File: src/verilog/ecp_pkg.sv
// ecp_pkg: constants for the external control port block
// assumes a single 25 MHz clock and an axi4-lite register slave
package ecp_pkg;

   // clock and time bases
   localparam int unsigned CLK_NS     = 40;
   localparam int unsigned TICK_NS    = 100000;   // trigger width unit, 0.1 ms
   localparam int unsigned TICK_CYC   = TICK_NS / CLK_NS;
   localparam int unsigned FILT_NS    = 40000;    // input filter time, 40 us
   localparam int unsigned FILT_CYC   = (FILT_NS + CLK_NS - 1) / CLK_NS;

   // register byte offsets
   localparam logic [3:0] OFS_CTRL    = 4'h0;
   localparam logic [3:0] OFS_TRIGW   = 4'h4;
   localparam logic [3:0] OFS_STAT    = 4'h8;

   // control register field positions
   localparam int unsigned CTRL_MODE_LSB = 0;    // 2 bits
   localparam int unsigned CTRL_POL_LSB  = 8;    // 2 bits
   localparam int unsigned CTRL_TNEG_BIT = 16;

   // reset values
   localparam logic [1:0]  MODE_RST   = 2'h1;
   localparam logic [1:0]  POL_RST    = 2'h2;
   localparam logic        TNEG_RST   = 1'b0;
   localparam logic [15:0] TRIGW_RST  = 16'h0064; // 100 units, 10.0 ms

   // external control selector codes
   localparam logic [1:0] MODE_DISABLE = 2'h1;
   localparam logic [1:0] MODE_ENABLE  = 2'h2;
   localparam logic [1:0] MODE_COMPAN  = 2'h3;

   // status polarity codes
   localparam logic [1:0] POL_NEG = 2'h1;
   localparam logic [1:0] POL_POS = 2'h2;

   // active function codes
   localparam logic [1:0] FUNC_CONT = 2'h0;
   localparam logic [1:0] FUNC_SEQ  = 2'h1;
   localparam logic [1:0] FUNC_SIM  = 2'h2;

   // command input indices
   localparam int unsigned IN_OFF    = 0;
   localparam int unsigned IN_ON     = 1;
   localparam int unsigned IN_START  = 2;
   localparam int unsigned IN_STOP   = 3;
   localparam int unsigned IN_HOLD   = 4;
   localparam int unsigned IN_BR1    = 5;
   localparam int unsigned IN_BR2    = 6;
   localparam int unsigned IN_RECALL = 7;
   localparam int unsigned IN_MEM1   = 8;
   localparam int unsigned IN_MEM2   = 9;
   localparam int unsigned IN_PEAK   = 10;
   localparam int unsigned IN_NUM    = 11;

   // axi responses
   localparam logic [1:0] RESP_OKAY   = 2'h0;
   localparam logic [1:0] RESP_SLVERR = 2'h2;

   // trigger pulse states
   typedef enum logic [1:0] {
      TRG_IDLE  = 2'b01,
      TRG_PULSE = 2'b10
   } ecp_trg_t;

endpackage : ecp_pkg

File: src/verilog/ecp_in_cond.sv
// ecp_in_cond: one command pin, synchronised, filtered, falling edge found
// assumes the pin idles high (pull-up) and is asynchronous to aclk
`timescale 1ns/1ps
module ecp_in_cond #(
   parameter int unsigned FILT = 1000
) (
   // clock and reset
   input  wire logic aclk,
   input  wire logic aresetn,
   // pin and results
   input  wire logic pin_i,
   output logic      level_o,
   output logic      fall_o
);
   logic                     s1_q;
   logic                     s2_q;
   logic [$clog2(FILT+1)-1:0] cnt_q;

   // two-stage synchroniser, first stage read only by second
   always_ff @(posedge aclk) begin
      if (!aresetn) begin
         s1_q <= 1'b1;
         s2_q <= 1'b1;
      end else begin
         s1_q <= pin_i;
         s2_q <= s1_q;
      end
   end

   // level accepted only after FILT stable cycles
   always_ff @(posedge aclk) begin
      if (!aresetn) begin
         cnt_q   <= '0;
         level_o <= 1'b1;
         fall_o  <= 1'b0;
      end else begin
         fall_o <= 1'b0;
         if (s2_q == level_o) begin
            cnt_q <= '0;
         end else if (cnt_q == ($clog2(FILT+1))'(FILT - 1)) begin
            cnt_q   <= '0;
            level_o <= s2_q;
            fall_o  <= ~s2_q;   // one pulse per accepted falling edge, none on a rising edge
         end else begin
            cnt_q <= cnt_q + 1'b1;
         end
      end
   end

endmodule : ecp_in_cond

File: src/verilog/ecp_port.sv
// ecp_port: external control port, command inputs and status outputs
// assumes internal status and requests on aclk, pins asynchronous
//
// Chosen here: the placing of the registers and the AXI4-Lite interface to the registers.
`timescale 1ns/1ps
module ecp_port #(
   parameter int unsigned FILT_CYC = ecp_pkg::FILT_CYC,
   parameter int unsigned TICK_CYC = ecp_pkg::TICK_CYC
) (
   // clock and reset
   input  wire logic        aclk,
   input  wire logic        aresetn,
   // axi4-lite write address
   input  wire logic [3:0]  s_axi_awaddr,
   input  wire logic [2:0]  s_axi_awprot,
   input  wire logic        s_axi_awvalid,
   output logic             s_axi_awready,
   // axi4-lite write data and response
   input  wire logic [31:0] s_axi_wdata,
   input  wire logic [3:0]  s_axi_wstrb,
   input  wire logic        s_axi_wvalid,
   output logic             s_axi_wready,
   output logic [1:0]       s_axi_bresp,
   output logic             s_axi_bvalid,
   input  wire logic        s_axi_bready,
   // axi4-lite read
   input  wire logic [3:0]  s_axi_araddr,
   input  wire logic [2:0]  s_axi_arprot,
   input  wire logic        s_axi_arvalid,
   output logic             s_axi_arready,
   output logic [31:0]      s_axi_rdata,
   output logic [1:0]       s_axi_rresp,
   output logic             s_axi_rvalid,
   input  wire logic        s_axi_rready,
   // command pins, idle high, active falling edge; memory select pins read as levels
   input  wire logic        pin_out_off_i,
   input  wire logic        pin_out_on_i,
   input  wire logic        pin_seq_start_i,
   input  wire logic        pin_seq_stop_i,
   input  wire logic        pin_seq_hold_i,
   input  wire logic        pin_branch1_i,
   input  wire logic        pin_branch2_i,
   input  wire logic        pin_recall_i,
   input  wire logic        pin_mem_sel1_i,
   input  wire logic        pin_mem_sel2_i,
   input  wire logic        pin_peak_clear_i,
   // internal state feeding status pins, command gating and recall
   input  wire logic        power_on_i,
   input  wire logic        out_on_i,
   input  wire logic        prot_active_i,
   input  wire logic        limiter_active_i,
   input  wire logic        gain_regulation_state_i,
   input  wire logic        busy_i,
   input  wire logic        range_100v_i,
   input  wire logic [1:0]  step_code_i,
   input  wire logic        trig_req_i,
   input  wire logic        remote_active_i,
   input  wire logic [1:0]  active_func_i,
   // status pins
   output logic             pin_power_o,
   output logic             pin_out_state_o,
   output logic             pin_prot_o,
   output logic             pin_limiter_o,
   output logic             pin_gain_reg_o,
   output logic             pin_busy_o,
   output logic             pin_range_o,
   output logic             pin_step0_o,
   output logic             pin_step1_o,
   output logic             pin_trigger_o,
   // command pulses and recall codes to internal logic
   output logic             cmd_out_off_o,
   output logic             cmd_out_on_o,
   output logic             cmd_seq_start_o,
   output logic             cmd_seq_stop_o,
   output logic             cmd_seq_hold_o,
   output logic             cmd_branch1_o,
   output logic             cmd_branch2_o,
   output logic             cmd_peak_clear_o,
   output logic             cmd_recall_o,
   output logic             cmd_compile_o,
   output logic [1:0]       recall_mem_o,
   output logic [1:0]       recall_func_o,
   // companion device control enable
   output logic             companion_control_mode_o
);
   localparam int unsigned N = ecp_pkg::IN_NUM;

   logic [N-1:0]  pins;
   logic [N-1:0]  lvl;
   logic [N-1:0]  fall;
   logic [1:0]    mode_q;
   logic [1:0]    pol_q;
   logic          tneg_q;
   logic [15:0]   trigw_q;
   logic          gate;
   logic          neg;
   logic          aw_full_q;
   logic          w_full_q;
   logic [3:0]    awaddr_q;
   logic [31:0]   wdata_q;
   logic [3:0]    wstrb_q;
   logic          wr_do;
   logic [31:0]   stat;
   logic [$clog2(TICK_CYC)-1:0] div_q;
   logic          tick;
   ecp_pkg::ecp_trg_t trg_q;
   logic [15:0]   tcnt_q;

   // gather pins for the conditioners
   assign pins = {pin_peak_clear_i, pin_mem_sel2_i, pin_mem_sel1_i, pin_recall_i,
                  pin_branch2_i, pin_branch1_i, pin_seq_hold_i, pin_seq_stop_i,
                  pin_seq_start_i, pin_out_on_i, pin_out_off_i};

   // one conditioner per pin, logic and contact inputs alike
   for (genvar i = 0; i < N; i++) begin : g_in
      ecp_in_cond #(.FILT(FILT_CYC)) u_cond (
         .aclk    (aclk),
         .aresetn (aresetn),
         .pin_i   (pins[i]),
         .level_o (lvl[i]),
         .fall_o  (fall[i])
      );
   end

   // commands pass only when enabled and not under remote control
   assign gate = (mode_q == ecp_pkg::MODE_ENABLE) && !remote_active_i;
   assign neg  = (pol_q == ecp_pkg::POL_NEG);

   // companion control only in its own setting
   always_ff @(posedge aclk) begin
      if (!aresetn) begin
         companion_control_mode_o <= 1'b0;
      end else begin
         companion_control_mode_o <= (mode_q == ecp_pkg::MODE_COMPAN);
      end
   end

   // gated command pulses
   always_ff @(posedge aclk) begin
      if (!aresetn) begin
         cmd_out_off_o    <= 1'b0;
         cmd_out_on_o     <= 1'b0;
         cmd_seq_start_o  <= 1'b0;
         cmd_seq_stop_o   <= 1'b0;
         cmd_seq_hold_o   <= 1'b0;
         cmd_branch1_o    <= 1'b0;
         cmd_branch2_o    <= 1'b0;
         cmd_peak_clear_o <= 1'b0;
      end else begin
         cmd_out_off_o    <= gate & fall[ecp_pkg::IN_OFF];
         cmd_out_on_o     <= gate & fall[ecp_pkg::IN_ON];
         cmd_seq_start_o  <= gate & fall[ecp_pkg::IN_START];
         cmd_seq_stop_o   <= gate & fall[ecp_pkg::IN_STOP];
         cmd_seq_hold_o   <= gate & fall[ecp_pkg::IN_HOLD];
         cmd_branch1_o    <= gate & fall[ecp_pkg::IN_BR1];
         cmd_branch2_o    <= gate & fall[ecp_pkg::IN_BR2];
         cmd_peak_clear_o <= gate & fall[ecp_pkg::IN_PEAK];
      end
   end

   // memory recall, memory code and function latched with the pulse
   always_ff @(posedge aclk) begin
      if (!aresetn) begin
         cmd_recall_o  <= 1'b0;
         cmd_compile_o <= 1'b0;
         recall_mem_o  <= 2'h0;
         recall_func_o <= ecp_pkg::FUNC_CONT;
      end else begin
         cmd_recall_o  <= gate & fall[ecp_pkg::IN_RECALL];
         // compile follows a sequence or simulation load one cycle later
         cmd_compile_o <= cmd_recall_o && (recall_func_o == ecp_pkg::FUNC_SEQ ||
                          recall_func_o == ecp_pkg::FUNC_SIM);
         if (gate && fall[ecp_pkg::IN_RECALL]) begin
            recall_mem_o  <= {lvl[ecp_pkg::IN_MEM2], lvl[ecp_pkg::IN_MEM1]};
            recall_func_o <= active_func_i;
         end
      end
   end

   // status pins, driven in every selector setting
   always_ff @(posedge aclk) begin
      if (!aresetn) begin
         pin_power_o     <= 1'b0;
         pin_out_state_o <= 1'b0;
         pin_prot_o      <= 1'b0;
         pin_limiter_o   <= 1'b0;
         pin_gain_reg_o  <= 1'b0;
         pin_busy_o      <= 1'b0;
         pin_range_o     <= 1'b0;
         pin_step0_o     <= 1'b0;
         pin_step1_o     <= 1'b0;
      end else begin
         pin_power_o     <= power_on_i;
         pin_out_state_o <= out_on_i ^ neg;
         pin_gain_reg_o  <= gain_regulation_state_i ^ neg;
         pin_prot_o      <= prot_active_i ^ neg;
         pin_limiter_o   <= limiter_active_i ^ neg;
         pin_busy_o      <= busy_i ^ neg;
         pin_range_o     <= range_100v_i;
         pin_step0_o     <= step_code_i[0];
         pin_step1_o     <= step_code_i[1];
      end
   end

   // 0.1 ms tick for trigger width
   always_ff @(posedge aclk) begin
      if (!aresetn || tick) begin
         div_q <= '0;
      end else begin
         div_q <= div_q + 1'b1;
      end
   end
   assign tick = (div_q == ($clog2(TICK_CYC))'(TICK_CYC - 1));

   // trigger pulse of programmed width and polarity
   always_ff @(posedge aclk) begin
      if (!aresetn) begin
         trg_q  <= ecp_pkg::TRG_IDLE;
         tcnt_q <= 16'h0000;
      end else begin
         unique case (trg_q)
            ecp_pkg::TRG_IDLE: begin
               if (trig_req_i && trigw_q != 16'h0000) begin
                  trg_q  <= ecp_pkg::TRG_PULSE;
                  tcnt_q <= trigw_q;
               end
            end
            ecp_pkg::TRG_PULSE: begin
               if (tick) begin
                  tcnt_q <= tcnt_q - 1'b1;
                  if (tcnt_q == 16'h0001) begin
                     trg_q <= ecp_pkg::TRG_IDLE;
                  end
               end
            end
            default: trg_q <= ecp_pkg::TRG_IDLE;
         endcase
      end
   end

   // trigger pin level
   always_ff @(posedge aclk) begin
      if (!aresetn) begin
         pin_trigger_o <= 1'b0;
      end else begin
         pin_trigger_o <= (trg_q == ecp_pkg::TRG_PULSE) ^ tneg_q;
      end
   end

   // axi write channels taken in either order
   assign s_axi_awready = !aw_full_q && !s_axi_bvalid;
   assign s_axi_wready  = !w_full_q && !s_axi_bvalid;
   assign wr_do         = aw_full_q && w_full_q;

   always_ff @(posedge aclk) begin
      if (!aresetn) begin
         aw_full_q <= 1'b0;
         w_full_q  <= 1'b0;
         awaddr_q  <= 4'h0;
         wdata_q   <= 32'h00000000;
         wstrb_q   <= 4'h0;
      end else begin
         if (s_axi_awvalid && s_axi_awready) begin
            aw_full_q <= 1'b1;
            awaddr_q  <= s_axi_awaddr;
         end else if (wr_do) begin
            aw_full_q <= 1'b0;
         end
         if (s_axi_wvalid && s_axi_wready) begin
            w_full_q <= 1'b1;
            wdata_q  <= s_axi_wdata;
            wstrb_q  <= s_axi_wstrb;
         end else if (wr_do) begin
            w_full_q <= 1'b0;
         end
      end
   end

   // write response
   always_ff @(posedge aclk) begin
      if (!aresetn) begin
         s_axi_bvalid <= 1'b0;
         s_axi_bresp  <= ecp_pkg::RESP_OKAY;
      end else if (wr_do) begin
         s_axi_bvalid <= 1'b1;
         s_axi_bresp  <= (awaddr_q[3:2] == ecp_pkg::OFS_CTRL[3:2] ||
                          awaddr_q[3:2] == ecp_pkg::OFS_TRIGW[3:2]) ?
                         ecp_pkg::RESP_OKAY : ecp_pkg::RESP_SLVERR;
      end else if (s_axi_bready) begin
         s_axi_bvalid <= 1'b0;
      end
   end

   // control register, illegal selector and polarity codes ignored
   always_ff @(posedge aclk) begin
      if (!aresetn) begin
         mode_q  <= ecp_pkg::MODE_RST;
         pol_q   <= ecp_pkg::POL_RST;
         tneg_q  <= ecp_pkg::TNEG_RST;
         trigw_q <= ecp_pkg::TRIGW_RST;
      end else if (wr_do) begin
         if (awaddr_q[3:2] == ecp_pkg::OFS_CTRL[3:2]) begin
            if (wstrb_q[0] && wdata_q[ecp_pkg::CTRL_MODE_LSB +: 2] != 2'h0) begin
               mode_q <= wdata_q[ecp_pkg::CTRL_MODE_LSB +: 2];
            end
            if (wstrb_q[1] && (wdata_q[ecp_pkg::CTRL_POL_LSB +: 2] == ecp_pkg::POL_NEG ||
                wdata_q[ecp_pkg::CTRL_POL_LSB +: 2] == ecp_pkg::POL_POS)) begin
               pol_q <= wdata_q[ecp_pkg::CTRL_POL_LSB +: 2];
            end
            if (wstrb_q[2]) begin
               tneg_q <= wdata_q[ecp_pkg::CTRL_TNEG_BIT];
            end
         end else if (awaddr_q[3:2] == ecp_pkg::OFS_TRIGW[3:2]) begin
            if (wstrb_q[0]) begin
               trigw_q[7:0] <= wdata_q[7:0];
            end
            if (wstrb_q[1]) begin
               trigw_q[15:8] <= wdata_q[15:8];
            end
         end
      end
   end

   // status word: filtered pins, last recall, live state
   assign stat = {14'h0000, companion_control_mode_o, trg_q == ecp_pkg::TRG_PULSE,
                  step_code_i, remote_active_i, recall_mem_o, lvl};

   // axi read, one cycle after address taken
   assign s_axi_arready = !s_axi_rvalid;

   always_ff @(posedge aclk) begin
      if (!aresetn) begin
         s_axi_rvalid <= 1'b0;
         s_axi_rdata  <= 32'h00000000;
         s_axi_rresp  <= ecp_pkg::RESP_OKAY;
      end else if (s_axi_arvalid && s_axi_arready) begin
         s_axi_rvalid <= 1'b1;
         s_axi_rresp  <= ecp_pkg::RESP_OKAY;
         unique case (s_axi_araddr[3:2])
            ecp_pkg::OFS_CTRL[3:2]:
               s_axi_rdata <= {15'h0000, tneg_q, 6'h00, pol_q, 6'h00, mode_q};
            ecp_pkg::OFS_TRIGW[3:2]:
               s_axi_rdata <= {16'h0000, trigw_q};
            ecp_pkg::OFS_STAT[3:2]:
               s_axi_rdata <= stat;
            default: begin
               s_axi_rdata <= 32'h00000000;
               s_axi_rresp <= ecp_pkg::RESP_SLVERR;
            end
         endcase
      end else if (s_axi_rready) begin
         s_axi_rvalid <= 1'b0;
      end
   end

   // checks on command gating, status pin levels and trigger start
   a_disabled_no_cmd: assert property (@(posedge aclk) disable iff (!aresetn)
      $past(mode_q) == ecp_pkg::MODE_DISABLE |-> !cmd_out_on_o && !cmd_recall_o)
      else $error("command passed while disabled");
   a_remote_no_cmd: assert property (@(posedge aclk) disable iff (!aresetn)
      $past(remote_active_i) |-> !cmd_out_off_o && !cmd_seq_start_o)
      else $error("command passed under remote control");
   a_companion_excl: assert property (@(posedge aclk) disable iff (!aresetn)
      companion_control_mode_o |=> !cmd_seq_stop_o && !cmd_peak_clear_o)
      else $error("port active with companion control");
   a_edge_to_cmd: assert property (@(posedge aclk) disable iff (!aresetn)
      gate && fall[ecp_pkg::IN_ON] |=> cmd_out_on_o ##1 !cmd_out_on_o)
      else $error("output on command not one pulse");
   a_hold_to_cmd: assert property (@(posedge aclk) disable iff (!aresetn)
      cmd_seq_hold_o |-> $past(fall[ecp_pkg::IN_HOLD]) && $past(gate))
      else $error("hold command without edge");
   a_compile_follow: assert property (@(posedge aclk) disable iff (!aresetn)
      cmd_recall_o && recall_func_o != ecp_pkg::FUNC_CONT
      && recall_func_o != 2'h3 |=> cmd_compile_o)
      else $error("compile missing after recall");
   a_recall_mem_code: assert property (@(posedge aclk) disable iff (!aresetn)
      cmd_recall_o |-> recall_mem_o == $past({lvl[ecp_pkg::IN_MEM2], lvl[ecp_pkg::IN_MEM1]}))
      else $error("recall memory code wrong");
   a_outstate_pol: assert property (@(posedge aclk) disable iff (!aresetn)
      pin_out_state_o == ($past(out_on_i) ^ ($past(pol_q) == ecp_pkg::POL_NEG)))
      else $error("output state polarity wrong");
   a_prot_pol: assert property (@(posedge aclk) disable iff (!aresetn)
      $past(pol_q) == ecp_pkg::POL_POS |-> pin_prot_o == $past(prot_active_i))
      else $error("protection polarity wrong");
   a_busy_pol: assert property (@(posedge aclk) disable iff (!aresetn)
      $past(pol_q) == ecp_pkg::POL_NEG |-> pin_busy_o != $past(busy_i))
      else $error("busy polarity wrong");
   a_range_fixed: assert property (@(posedge aclk) disable iff (!aresetn)
      pin_range_o == $past(range_100v_i) && pin_power_o == $past(power_on_i))
      else $error("fixed polarity output wrong");
   a_step_code: assert property (@(posedge aclk) disable iff (!aresetn)
      {pin_step1_o, pin_step0_o} == $past(step_code_i))
      else $error("step code wrong");
   a_trig_start: assert property (@(posedge aclk) disable iff (!aresetn)
      trg_q == ecp_pkg::TRG_IDLE && trig_req_i && trigw_q != 16'h0000
      |=> ##1 pin_trigger_o != tneg_q)
      else $error("trigger pulse not started");

endmodule : ecp_port

File: config.mk
export PLATFORM = sky130hd
export DESIGN_NAME = ecp_port
export DESIGN_NICKNAME = d
export VERILOG_FILES = /design/src/verilog/ecp_pkg.sv /design/src/verilog/ecp_in_cond.sv /design/src/verilog/ecp_port.sv
export SDC_FILE = /design/constraint.sdc
export NUM_CORES = 1
export LEC_CHECK = 0
export CORE_MARGIN = 2
export CORE_UTILIZATION = 35
export DETAILED_ROUTE_END_ITERATION = 8
export DONT_BUFFER_PORTS = 1
export GPL_TIMING_DRIVEN = 1
export SLEW_MARGIN = 20
export SYNTH_ARGS = -nofsm -noshare
export SYNTH_HDL_FRONTEND = slang
export SYNTH_HIERARCHICAL = 1
export SYNTH_SLANG_ARGS = --single-unit
File: constraint.sdc
create_clock -name aclk -period 4.1 [get_ports aclk]
set_input_delay 0.205 -clock aclk [delete_from_list [all_inputs] [get_ports aclk]]
set_output_delay 0.205 -clock aclk [all_outputs]
set_load 0.05 [all_outputs]
==> key figures <==
Power
  – Switching share of power: 0.235
  – Combinational share of power: 0.053
  – Pint: around 0.0046 W
  – PwrDens: 447 nW/um^2
  – Peak supply drop: between 0.3 and 0.4 mV
  – NetSw: around 0.0014 W
  – Clock power share: 0.476
  – Leakage Power: between 4 and 5 nW
  – Reg power frac: 0.471
  – Final Power: between 0.006 and 0.007 W

Placement
  – Placer Congestion: 0.781
  – Area after DPL: 11,900 um^2
  – I/O Buffers: 0
  – Final HPWL DP: 17.9 mm

Timing
  – Max Clk Rate: 0.402 GHz
  – RSZ-0062 raised after global routing: false
  – Max-slew violations: 0
  – Period Utilization, post-route: 0.607
  – Slew @ Worst Pin: 1.05 ns
  – Min Clock Period, post-route: approximately 2.5 ns
  – Final Hold Fails: 0
  – Final setup vio count: 0
  – Clk_skew: 0.0195 ns
  – Setup tns final: 0 ns
  – Max-Slew Margin vs Limit: 0.295

CTS
  – Post-CTS setup repair buffer count: 0
  – TritonCTS clock tree: built
  – Root buffer cell: clkbuf_16
  – CTS Buf Count: 30
  – H-Tree Depth: 1
  – Max Buffers Root-to-Sink: 3
  – Post_cts resized: 0
  – Clk_lat worst skew: 0.57 ns
  – Clk sink count: 274
  – Clock Pin Slew Worst Setup and Hold Paths: approximately 0.06 ns
  – Hold buffers post-CTS: 52

Status
  – Outcome: completed

Routing
  – Final WL: 27.0 mm
  – Drt drc: 0
  – 1st-iter DRT viols: 480
  – Mean routed wirelength per cell: about 15 um
  – Via count: 9,070
  – Antenna viol nets, final: 0
  – Vias per Instance: 5.17
  – Drt pass-1 iters: 5

Floorplanning
  – DIE HEIGHT: about 190 um
  – Initial Utilization: 0.356
  – Full die area: 34,600 um^2
  – Die X: 186 um
  – Core Footprint: 32,600 um^2
  – Row Count: 66
  – Top-level I/O count: 147

Synth
  – Syn. warnings: 6
  – Syn Inst Count: 1,250
  – Post-synthesis cell area: about 12,000 um^2
  – Avg Cell Area, Syn: 9.28 um^2

Global routing
  – First-pass GRT wire length: 44.4 mm
  – Overflow after GRT: 0
  – Initial antenna violation count: 1
  – Largest net degree at the start of global routing: between 100 and 150
  – Number of global-route vias before repair: 8,608
  – GRT Util Overall: 0.157

Worst setup path
  – CP endpoint kind: flop
  – Kind of critical path: flop to flop
  – Critical Path AT: between 2 and 3 ns
  – Worst Path Max Fanout: 21
  – WP data required: 4.55 ns
  – CP Launch Type: flop

Layout
  – Share of cells above drive strength 1: 0.0921
  – Nets: 1,387
  – Util after Layout: 0.414
  – Final instance area: 13,500 um^2
  – Area growth syn-to-layout: 16.4%
  – Inserted Diodes: 0

Run
  – Maxcap violations: 0

Min path
  – Type of the worst min-delay path: input port to flop
[layout by cell type, fill, tap and decap left out, types with 13 or more instances in the layout]
cell,n
nor3_1,53
clkbuf_16,30
nand3_1,76
dfxtp_1,274
nor3b_1,26
or3_1,46
xor2_1,40
nor2b_1,29
nand4_1,27
a221oi_1,13
a21oi_1,57
nand2_1,113
nor2_1,57
a211oi_1,47
o21ai_0,65
dlygate4sd3_1,51
conb_1,16
nor4_1,14
nand2b_1,36
and2_1,15
ha_1,14
xnor2_1,25
and3_1,13
mux2i_1,21
[worst paths after layout]
path	cells past startpoint	startpoint	slack, ns	to
hold reg to reg	1	g_in[3].u_cond/s1_q	0.41	g_in[3].u_cond/s2_q
hold / removal	2	aresetn	0.007	g_in[0].u_cond/s2_q
setup / recovery	4	s_axi_bvalid	1.61	wdata_q[15]
setup reg to reg	4	s_axi_bvalid	1.61	wdata_q[15]
[worst max-delay path, stage by stage (launching register included)]
cell and delay [ns]:
dfxtp_1 0.50, nor2_1 0.83, nand2_1 0.69, nand2_1 0.24, a21boi_0 0.11
[through the flow]
stage	hold slack, ns	instances	setup WS (ns)
3_3_place_gp	0.292	1650	1.63
2_1_floorplan	0.278	1265	2.06
3_5_place_dp	0.289	1650	1.61
5_1_grt	0.0363	1756	1.38
4_1_cts	0.00743	1756	1.60
6_report	0.00695	1756	1.61
[sequential cells by signal, summed over array words and instances (netlist names), 3 cells and up]
register,cells
g_in.u_cond/cnt_q,110
s_axi_rdata,18
wdata_q,17
tcnt_q,16
trigw_q,16
div_q,12
g_in.u_cond/level_o,11
g_in.u_cond/s1_q,11
g_in.u_cond/s2_q,11
g_in.u_cond/fall_o,9
wstrb_q,3
[power by group through the flow]
| stage | combinational, W | sequential [W] | clock [W] |
|---|---|---|---|
| after detailed placement | 0.000259 | 0.00291 | 0 |
| final | 0.000320 | 0.00285 | 0.00287 |
| after CTS | 0.000322 | 0.00285 | 0.00297 |
| after floorplan | 0.000241 | 0.00288 | 0 |
| after global routing | 0.000354 | 0.00285 | 0.00308 |
| after global placement | 0.000254 | 0.00290 | 0 |
[metal layers]
layer | vias up | share of wire | wire length [um] | track usage
li1 | 4575 | - | - | -
met4 | 0 | 0.025 | 677 | 0.0460
met2 | 155 | 0.46 | 12400 | 0.256
met1 | 4299 | 0.46 | 12500 | 0.207
met5 | - | 0 | 0 | 0
met3 | 41 | 0.054 | 1470 | 0.0364
[layout make-up]
cell class                 instances  area, um^2
sequential                       274        5490
fill                            3227       19100
clock buffer                      44         903
clock inverter                    10         181
inverter                           9        33.8
tap                              442         553
timing repair buffer              57         576
multi-input combinational        920        5780
No activity file was read; power rests on OpenSTA's default activity.
